==> config.mk <==
export PLATFORM = sky130hd
export DESIGN_NAME = timer_compare_overflow_contention
export DESIGN_NICKNAME = d
export VERILOG_FILES = /design/src/logic/timer_pkg.sv /design/src/logic/count_clock_gen.sv /design/src/logic/timer_compare_overflow_contention.sv
export SDC_FILE = /design/constraint.sdc
export NUM_CORES = 1
export LEC_CHECK = 0
export BUFFER_PORTS_ARGS = -buffer_cell sky130_fd_sc_hd__buf_2
export CAP_MARGIN = 20
export CORE_MARGIN = 4
export CORE_UTILIZATION = 40
export CTS_BUF_LIST = sky130_fd_sc_hd__clkbuf_8
export CTS_CLUSTER_SIZE = 14
export DETAILED_ROUTE_END_ITERATION = 8
export GPL_ROUTABILITY_DRIVEN = 0
export SKIP_CTS_REPAIR_TIMING = 1
export SLEW_MARGIN = 5
export SYNTH_ARGS = -nofsm -noshare
export SYNTH_HDL_FRONTEND = slang
export SYNTH_HIERARCHICAL = 1
export SYNTH_SLANG_ARGS = --single-unit
==> constraint.sdc <==
create_clock -name REF_CLK_IN -period 2.6 [get_ports REF_CLK_IN]
set_input_delay 0.52 -clock REF_CLK_IN [delete_from_list [all_inputs] [get_ports REF_CLK_IN]]
set_output_delay 0.52 -clock REF_CLK_IN [all_outputs]
set_load 0.01 [all_outputs]
==> src/logic/timer_pkg.sv <==
// ----------------------------------------------------------------------------
// timer constants, register map and carrier types
// ----------------------------------------------------------------------------
package timer_pkg;

  // --------------------------------------------------------------------------
  // clocking
  // --------------------------------------------------------------------------
  // system clock period
  localparam int CLK_PERIOD_NS = 25;
  // watch clock period, a plain default
  localparam int WATCH_PERIOD_NS = 30500;
  // system cycles per watch clock cycle, rounded down
  localparam int WATCH_DIV_CYCLES = WATCH_PERIOD_NS / CLK_PERIOD_NS;
  // divided system clock ratio
  localparam int SYS_DIV_CYCLES = 8;
  // watch ticks per count tick in the quarter watch rate
  localparam int WATCH_QUARTER = 4;
  // widths in watch cycles of the event signals
  localparam logic [1:0] WATCH_EVT_TICKS = 2'h2;
  localparam logic [1:0] WATCH_ISRC_TICKS = 2'h1;

  // --------------------------------------------------------------------------
  // register byte offsets
  // --------------------------------------------------------------------------
  localparam logic [4:0] OFS_CTRL = 5'h00;
  localparam logic [4:0] OFS_OUTCTL = 5'h04;
  localparam logic [4:0] OFS_COUNT = 5'h08;
  localparam logic [4:0] OFS_COMPARE = 5'h0C;
  localparam logic [4:0] OFS_STATUS = 5'h10;
  localparam logic [4:0] OFS_CLEAR = 5'h14;
  localparam logic [4:0] OFS_IRQ_EN = 5'h18;

  // --------------------------------------------------------------------------
  // field positions and reset values
  // --------------------------------------------------------------------------
  localparam int CTRL_RUN_BIT = 0;
  localparam int CTRL_TOGGLE_BIT = 1;
  localparam int CTRL_SEL_LSB = 2;
  localparam int CTRL_SUBACT_BIT = 4;
  localparam int OUTCTL_LEVEL_BIT = 0;
  localparam int ST_OVF_BIT = 0;
  localparam int ST_CMP_BIT = 1;
  localparam int ST_IRQ_BIT = 2;
  localparam logic [7:0] CTRL_RESET = 8'h00;
  localparam logic [7:0] COUNT_RESET = 8'h00;
  localparam logic [7:0] COMPARE_RESET = 8'hFF;
  localparam logic [7:0] COUNT_MAX = 8'hFF;
  localparam logic [2:0] FLAGS_RESET = 3'h0;

  // count clock source
  typedef enum logic [1:0] {
    CLK_SYS = 2'h0,
    CLK_SYS_DIV = 2'h1,
    CLK_WATCH_QUARTER = 2'h2,
    CLK_STOPPED = 2'h3
  } clk_sel_e;

  // timer events of one cycle, in status bit order
  typedef struct packed {
    logic isrc;
    logic cmp;
    logic ovf;
  } timer_evt_s;

endpackage : timer_pkg

==> src/logic/count_clock_gen.sv <==
`timescale 1ns/1ps
// ----------------------------------------------------------------------------
// count clock enables from the single system clock
// ----------------------------------------------------------------------------
module count_clock_gen
  import timer_pkg::*;
(
  input wire logic clk_in,
  input wire logic resetn_in,
  input wire logic run_in,
  input clk_sel_e sel_in,
  output logic count_tick_out,
  output logic watch_tick_out
);

  // watch divider and sub-dividers
  logic [11:0] watch_cnt_reg;
  logic [2:0] sys_cnt_reg;
  logic [1:0] quarter_cnt_reg;
  logic watch_now;

  assign watch_now = (watch_cnt_reg == 12'(WATCH_DIV_CYCLES - 1));

  // free running watch clock enable
  always_ff @(posedge clk_in or negedge resetn_in) begin
    if (!resetn_in) begin
      watch_cnt_reg <= 12'h000;
      watch_tick_out <= 1'b0;
    end else begin
      watch_cnt_reg <= watch_now ? 12'h000 : watch_cnt_reg + 12'h001;
      watch_tick_out <= watch_now;
    end
  end

  // divided system rate and quarter watch rate
  always_ff @(posedge clk_in or negedge resetn_in) begin
    if (!resetn_in) begin
      sys_cnt_reg <= 3'h0;
      quarter_cnt_reg <= 2'h0;
      count_tick_out <= 1'b0;
    end else begin
      sys_cnt_reg <= sys_cnt_reg + 3'h1;
      if (watch_now) begin
        quarter_cnt_reg <= quarter_cnt_reg + 2'h1;
      end
      // a stopped clock gives no edge at all
      unique case (sel_in)
        CLK_SYS: count_tick_out <= run_in;
        CLK_SYS_DIV: count_tick_out <= run_in && (sys_cnt_reg == 3'(SYS_DIV_CYCLES - 1));
        CLK_WATCH_QUARTER: count_tick_out <= run_in && watch_now &&
                                             (quarter_cnt_reg == 2'(WATCH_QUARTER - 1));
        CLK_STOPPED: count_tick_out <= 1'b0;
      endcase
    end
  end

endmodule : count_clock_gen

==> src/logic/timer_compare_overflow_contention.sv <==
`timescale 1ns/1ps
// Operation
// - toggle pin inverts on each compare match
// - output control write beats same-cycle toggle
// - compare value write suppresses that match
// - equal new compare data: either outcome
// - match only on count clock edges
// - counter write suppresses same-cycle overflow
// - watch rate: source 1, events 2 wide
// - active mode: irq clear during source pulse keeps flag set
// - active mode: no flag clear while valid
// - subactive mode clears flags any time
module timer_compare_overflow_contention
  import timer_pkg::*;
(
  input wire logic REF_CLK_IN,
  input wire logic RESETN_IN,
  input wire logic [4:0] AVS_ADDRESS_IN,
  input wire logic AVS_READ_IN,
  input wire logic AVS_WRITE_IN,
  input wire logic [31:0] AVS_WRITEDATA_IN,
  input wire logic [3:0] AVS_BYTEENABLE_IN,
  output logic [31:0] AVS_READDATA_OUT,
  output logic AVS_WAITREQUEST_OUT,
  output logic LOW_HALF_TOGGLE_OUT_PIN_OUT,
  output logic IRQ_OUT
);

  // --------------------------------------------------------------------------
  // declarations
  // --------------------------------------------------------------------------
  logic [7:0] ctrl_reg; // run, toggle, source, subactive
  logic low_half_out_level_bit; // output_control_reg level bit
  logic [7:0] low_half_counter; // counting register
  logic [7:0] low_half_compare_value; // compare register
  logic [2:0] flags_reg; // timer_control_status_reg sticky flags
  logic [2:0] flags_next;
  logic [2:0] irq_en_reg; // interrupt enables, same layout
  logic [1:0] ovf_left_reg; // watch cycles left of overflow signal
  logic [1:0] cmp_left_reg; // watch cycles left of match signal
  logic [1:0] isrc_left_reg; // watch cycles left of source pulse
  logic wr_fire; // write taken at this edge
  logic lane0; // low byte lane enabled
  logic wr_ctrl, wr_outctl, wr_count, wr_compare, wr_clear, wr_irq_en;
  logic count_tick; // count clock enable
  logic watch_tick; // watch clock enable
  logic watch_mode; // quarter watch rate selected
  logic subactive; // subactive power mode
  timer_evt_s evt; // events of this cycle
  logic ovf_valid, cmp_valid, isrc_valid;
  logic [2:0] clr_req; // clear bits written by software
  logic [2:0] clr_ok; // clears that are allowed now
  logic [31:0] rd_value; // read mux
  clk_sel_e clk_sel;

  // --------------------------------------------------------------------------
  // bus decode
  // --------------------------------------------------------------------------
  // a write lands only at the edge where waitrequest is seen low
  assign wr_fire = AVS_WRITE_IN && !AVS_WAITREQUEST_OUT;
  assign lane0 = AVS_BYTEENABLE_IN[0];
  assign wr_ctrl = wr_fire && lane0 && (AVS_ADDRESS_IN == OFS_CTRL);
  assign wr_outctl = wr_fire && lane0 && (AVS_ADDRESS_IN == OFS_OUTCTL);
  assign wr_count = wr_fire && lane0 && (AVS_ADDRESS_IN == OFS_COUNT);
  assign wr_compare = wr_fire && lane0 && (AVS_ADDRESS_IN == OFS_COMPARE);
  assign wr_clear = wr_fire && lane0 && (AVS_ADDRESS_IN == OFS_CLEAR);
  assign wr_irq_en = wr_fire && lane0 && (AVS_ADDRESS_IN == OFS_IRQ_EN);

  // control fields
  assign clk_sel = clk_sel_e'(ctrl_reg[CTRL_SEL_LSB +: 2]);
  assign watch_mode = (clk_sel == CLK_WATCH_QUARTER);
  assign subactive = ctrl_reg[CTRL_SUBACT_BIT];

  // --------------------------------------------------------------------------
  // count clock
  // --------------------------------------------------------------------------
  count_clock_gen u_count_clock_gen (
    .clk_in(REF_CLK_IN),
    .resetn_in(RESETN_IN),
    .run_in(ctrl_reg[CTRL_RUN_BIT]),
    .sel_in(clk_sel),
    .count_tick_out(count_tick),
    .watch_tick_out(watch_tick)
  );

  // --------------------------------------------------------------------------
  // avalon slave: one wait cycle, then the answer
  // --------------------------------------------------------------------------
  // waitrequest drops for exactly one cycle per request
  always_ff @(posedge REF_CLK_IN or negedge RESETN_IN) begin
    if (!RESETN_IN) begin
      AVS_WAITREQUEST_OUT <= 1'b1;
    end else if (!AVS_WAITREQUEST_OUT) begin
      // answer given, back to waiting
      AVS_WAITREQUEST_OUT <= 1'b1;
    end else begin
      AVS_WAITREQUEST_OUT <= !(AVS_READ_IN || AVS_WRITE_IN);
    end
  end

  // read mux, unmapped and write-only offsets read zero
  always_comb begin
    rd_value = 32'h0000_0000;
    unique case (AVS_ADDRESS_IN)
      OFS_CTRL: rd_value = {24'h000000, ctrl_reg};
      OFS_OUTCTL: rd_value = {31'h0000_0000, low_half_out_level_bit};
      OFS_COUNT: rd_value = {24'h000000, low_half_counter};
      OFS_COMPARE: rd_value = {24'h000000, low_half_compare_value};
      OFS_STATUS: rd_value = {29'h0000_0000, flags_reg};
      OFS_IRQ_EN: rd_value = {29'h0000_0000, irq_en_reg};
      default: rd_value = 32'h0000_0000;
    endcase
  end

  // read data captured as waitrequest drops, stands at the answer edge
  always_ff @(posedge REF_CLK_IN or negedge RESETN_IN) begin
    if (!RESETN_IN) begin
      AVS_READDATA_OUT <= 32'h0000_0000;
    end else if (AVS_READ_IN && AVS_WAITREQUEST_OUT) begin
      AVS_READDATA_OUT <= rd_value;
    end
  end

  // --------------------------------------------------------------------------
  // software registers
  // --------------------------------------------------------------------------
  // control and enables
  always_ff @(posedge REF_CLK_IN or negedge RESETN_IN) begin
    if (!RESETN_IN) begin
      ctrl_reg <= CTRL_RESET;
      irq_en_reg <= FLAGS_RESET;
    end else begin
      if (wr_ctrl) begin
        ctrl_reg <= {3'h0, AVS_WRITEDATA_IN[4:0]};
      end
      if (wr_irq_en) begin
        irq_en_reg <= AVS_WRITEDATA_IN[2:0];
      end
    end
  end

  // compare value register
  always_ff @(posedge REF_CLK_IN or negedge RESETN_IN) begin
    if (!RESETN_IN) begin
      low_half_compare_value <= COMPARE_RESET;
    end else if (wr_compare) begin
      low_half_compare_value <= AVS_WRITEDATA_IN[7:0];
    end
  end

  // --------------------------------------------------------------------------
  // counter and events
  // --------------------------------------------------------------------------
  // counter, a software write wins over the count edge
  always_ff @(posedge REF_CLK_IN or negedge RESETN_IN) begin
    if (!RESETN_IN) begin
      low_half_counter <= COUNT_RESET;
    end else if (wr_count) begin
      low_half_counter <= AVS_WRITEDATA_IN[7:0];
    end else if (count_tick) begin
      low_half_counter <= low_half_counter + 8'h01;
    end
  end

  // events exist only on a count edge; the old compare value is
  // used, so equal new data never matches here
  always_comb begin
    evt.cmp = count_tick && (low_half_counter == low_half_compare_value);
    if (wr_compare) begin
      evt.cmp = 1'b0;
    end
    evt.ovf = count_tick && (low_half_counter == COUNT_MAX) && !wr_count;
    evt.isrc = evt.cmp || evt.ovf;
  end

  // --------------------------------------------------------------------------
  // signal validity windows
  // --------------------------------------------------------------------------
  // in watch mode the windows are counted in watch cycles; on the
  // system clock a signal lives only in its own cycle
  always_ff @(posedge REF_CLK_IN or negedge RESETN_IN) begin
    if (!RESETN_IN) begin
      ovf_left_reg <= 2'h0;
      cmp_left_reg <= 2'h0;
      isrc_left_reg <= 2'h0;
    end else begin
      if (evt.ovf && watch_mode) begin
        ovf_left_reg <= WATCH_EVT_TICKS;
      end else if (watch_tick && ovf_left_reg != 2'h0) begin
        ovf_left_reg <= ovf_left_reg - 2'h1;
      end
      if (evt.cmp && watch_mode) begin
        cmp_left_reg <= WATCH_EVT_TICKS;
      end else if (watch_tick && cmp_left_reg != 2'h0) begin
        cmp_left_reg <= cmp_left_reg - 2'h1;
      end
      if (evt.isrc && watch_mode) begin
        isrc_left_reg <= WATCH_ISRC_TICKS;
      end else if (watch_tick && isrc_left_reg != 2'h0) begin
        isrc_left_reg <= isrc_left_reg - 2'h1;
      end
    end
  end

  assign ovf_valid = evt.ovf || (ovf_left_reg != 2'h0);
  assign cmp_valid = evt.cmp || (cmp_left_reg != 2'h0);
  assign isrc_valid = evt.isrc || (isrc_left_reg != 2'h0);

  // --------------------------------------------------------------------------
  // sticky flags
  // --------------------------------------------------------------------------
  assign clr_req = wr_clear ? AVS_WRITEDATA_IN[2:0] : 3'h0;

  // which clears are honoured now
  always_comb begin
    clr_ok = clr_req;
    if (!subactive) begin
      clr_ok[ST_OVF_BIT] = clr_req[ST_OVF_BIT] && !ovf_valid;
      clr_ok[ST_CMP_BIT] = clr_req[ST_CMP_BIT] && !cmp_valid;
    end
    if (subactive) begin
      clr_ok = clr_req;
    end
  end

  // set wins over clear in the same cycle
  always_comb begin
    flags_next = flags_reg & ~clr_ok;
    flags_next = flags_next | evt;
    if (!subactive && isrc_valid && clr_ok[ST_IRQ_BIT]) begin
      flags_next[ST_IRQ_BIT] = 1'b1;
    end
  end

  // the software side waits and reads status before clearing; a
  // clear sent too early is simply lost
  always_ff @(posedge REF_CLK_IN or negedge RESETN_IN) begin
    if (!RESETN_IN) begin
      flags_reg <= FLAGS_RESET;
    end else begin
      flags_reg <= flags_next;
    end
  end

  // level interrupt from enabled flags, one cycle behind
  always_ff @(posedge REF_CLK_IN or negedge RESETN_IN) begin
    if (!RESETN_IN) begin
      IRQ_OUT <= 1'b0;
    end else begin
      IRQ_OUT <= |(flags_reg & irq_en_reg);
    end
  end

  // --------------------------------------------------------------------------
  // output pin
  // --------------------------------------------------------------------------
  // level bit and pin, a register write beats a toggle
  always_ff @(posedge REF_CLK_IN or negedge RESETN_IN) begin
    if (!RESETN_IN) begin
      low_half_out_level_bit <= 1'b0;
      LOW_HALF_TOGGLE_OUT_PIN_OUT <= 1'b0;
    end else if (wr_outctl) begin
      low_half_out_level_bit <= AVS_WRITEDATA_IN[OUTCTL_LEVEL_BIT];
      LOW_HALF_TOGGLE_OUT_PIN_OUT <= AVS_WRITEDATA_IN[OUTCTL_LEVEL_BIT];
    end else if (evt.cmp && ctrl_reg[CTRL_TOGGLE_BIT]) begin
      LOW_HALF_TOGGLE_OUT_PIN_OUT <= !LOW_HALF_TOGGLE_OUT_PIN_OUT;
    end
  end

endmodule : timer_compare_overflow_contention

==> metrics.txt <==
status=finished, final reports clean; sw frac=between 20% and 30%; minimum clock period=just under 2 ns; P_leak=roughly 0.0017 µW; Layout area overhead=11.4%; DRC viols=0; sequential fraction of design power=roughly half; FF-to-FF End=u_count_clock_gen/watch_cnt_reg[1]$_DFF_PN0_; top area cells in the synthesized netlist=dfrtp_1, dfstp_2, buf_4; Max transition margin=a little over three fifths; clock transition at the registers of the reported paths=0.07 ns; routed wire length=between 6 and 7 mm; fin cells=about 470; TritonCTS clock tree=yes; Die Area=~10000 µm²; Setup crit end=u_count_clock_gen/watch_cnt_reg[1]$_DFF_PN0_; critical-path cell list=or4_4, nor4_4, buf_4, and2b_2; reg2reg start=u_count_clock_gen/watch_cnt_reg[5]$_DFF_PN0_; most common cell in the netlist=dfrtp_1; final worst setup slack=approximately 0.65 ns; CTS max path bufs=2; CP max FO=6; synthesized instance count=322; placed cells=roughly 450; total CTS buffers=9; slowest CP cell=or4_4; Initial Util=slightly above 40%; sequential element share of the synthesized area=a little under half; Pre-antenna DRT Iters=4; Site Rows=33; via/cell ratio=between 5 and 6; Final Hold Vio Count=0; RSZ-0062 raised after global routing=false; maxcap violations=0; Worst-Skew Late Latency=~0.33 ns; placed inst area=roughly 3600 µm²; vias=approximately 2400; Synth cell types=48; Detail Route Antenna Nets=0; Crit. Startpoint=u_count_clock_gen/watch_cnt_reg[5]$_DFF_PN0_; die height=about 100 µm; Final Setup Violations=0; IO buf count=28; pin count of the biggest net entering global routing=43; DP HPWL=approximately 5 mm; top-area cell type share of the netlist area=between 40% and 50%; reg2reg path depth=4; Async SR Flop Fraction=100%; Max Clock Skew=between 0.009 and 0.01 ns; Nets=410; EDFF count, synth=0; Slew Limit Fails=0; Setup TNS=0 ns; CTS root buffer=clkbuf_8; syn avg cell area=10.5 µm²; Core Util, Final=a little under half; clock share of power=between 30 and 40%; initial antenna violation count=0; CP max stage delay=0.56 ns; fraction of final layout cells with drive strength greater than 1=a little under a quarter; kind of critical path=reg2reg; commonest cells in the netlist=dfrtp_1, nand2_1, o21ai_0; Setup crit start kind=flip-flop; drt initial violations=157; Least-Margin Pin Slew=between 0.5 and 0.6 ns; Wirelength per Cell=roughly 14 µm; Place WS=0.538 ns; post-route cell area=about 3800 µm²; CP endpoint kind=flip-flop; Primary FF master, synth=dfrtp_1; I/O pins=80; H-tree levels=3; CTS Sinks=64; Worst Hold Class=in2async; worst path arrival time=about 2.2 ns; first-pass GRT wire length=11.3 mm; register bit total from synthesis=64; r2r setup slk=0.65 ns; Internal Power=around 1800 µW; power per cell area=approximately 650 nW/µm²; Fmax achieved=approximately 510 MHz; Die Width=roughly 100 µm; Post-Syn Area=approximately 3400 µm²; WP data required=2.83 ns; GRT Total Usage=between 10 and 15%; ant diodes=0; yosys warns=6; total grt overflow=0; # fillers=829; vias in the first global route=about 2300; max reg flops=12; worst vdd ir=between 200 and 300 µV; core area=8220 µm²; final worst path period share=75.2%; largest area contributor in the synthesized netlist=dfrtp_1; Comb pwr share=between 10% and 20%; NetSw=just under 700 µW
## power by group through the flow
| stage | Combinational (µW) | Sequential (µW) | Clock (µW) |
|---|---|---|---|
| 3_5_place_dp | 365 | 1270 | 0 |
| 6_report | 364 | 1260 | 841 |
| 2_1_floorplan | 328 | 1210 | 0 |
| 5_1_grt | 418 | 1270 | 914 |
| 3_3_place_gp | 360 | 1270 | 0 |
| 4_1_cts | 368 | 1250 | 880 |
## kinds of logic (layout without fill, tap and decap cells)
kind of cell / Yosys count / after routing / share of synthesized area, %
other: 1 / 24 / 0.111
DFF: 64 / 64 / 47.6
xor gates and xnor gates: 27 / 27 / 6.98
AOI/OAI and AO/OA: 55 / 55 / 9.65
muxes: 22 / 22 / 7.65
adders and majority gates: 8 / 8 / 2.96
buffers and inverters: 46 / 63 / 8.09
and+or+nand+nor: 99 / 99 / 16.9
## stage by stage
step | hold slack [ns] | total power (µW)
after global placement | 0.412 | 1630
after detailed placement | 0.423 | 1640
after CTS | 0.158 | 2500
final | 0.162 | 2460
after global routing | 0.188 | 2610
after floorplan | 0.224 | 1530
## worst max-delay path, delay by kind of cell, from the launching register on
family | cells | cell delay [ns]
buffers and inverters | 1 | 0.22
flip-flops | 1 | 0.42
AND/OR/NAND/NOR | 3 | 1.21
## layout make-up
| cell class | instances | area [µm²] | share of cell area [%] |
|---|---|---|---|
| Sequential cell | 64 | 1610 | 42.8 |
| Multi-Input combinational cell | 235 | 1590 | 42.0 |
| Timing Repair Buffer | 33 | 190 | 5.04 |
| Clock buffer | 11 | 151 | 4.01 |
| Tap cell | 105 | 131 | 3.48 |
| Inverter | 14 | 52.6 | 1.39 |
| Clock inverter | 5 | 47.5 | 1.26 |
## how the worst min path moves through the flow
stage	from	slack (ns)	to	cells past startpoint
final	RESETN_IN	0.16	IRQ_OUT$_DFF_PN0_	1
after global routing	RESETN_IN	0.19	IRQ_OUT$_DFF_PN0_	1
after CTS	RESETN_IN	0.16	IRQ_OUT$_DFF_PN0_	1
after detailed placement	u_count_clock_gen/sys_cnt_reg[0]$_DFF_PN0_	0.42	u_count_clock_gen/sys_cnt_reg[0]$_DFF_PN0_	1
after global placement	u_count_clock_gen/sys_cnt_reg[0]$_DFF_PN0_	0.41	u_count_clock_gen/sys_cnt_reg[0]$_DFF_PN0_	1
after floorplan	RESETN_IN	0.22	AVS_READDATA_OUT[0]$_DFFE_PN0P_	0
## per-layer routing
metal / share of wire [%] / vias to the layer above / GRT usage, %
met1: 45 / 1171 / 18.9
met5: 0 / - / 0
met2: 46 / 75 / 22.7
met4: 1.5 / 0 / 5.08
li1: - / 1158 / -
met3: 7.0 / 8 / 4.93
## placed cells by master, fill, tap and decap left out, types with 3 or more instances in the layout
master / count
a21oi_1: 8
a32oi_1: 3
and3_1: 4
buf_2: 28
buf_4: 4
clkbuf_8: 11
conb_1: 24
dfrtp_1: 55
dfstp_2: 9
ha_1: 8
inv_1: 16
mux2_2: 17
mux2i_1: 3
nand2_1: 35
nand2b_1: 4
nand3_1: 10
nand4_1: 7
nand4b_1: 3
nor2_1: 10
nor2b_1: 5
nor3_1: 4
nor4_1: 3
o21ai_0: 31
o21ai_1: 3
xnor2_1: 19
xor2_1: 8
Power figures use the tool's default switching activity.
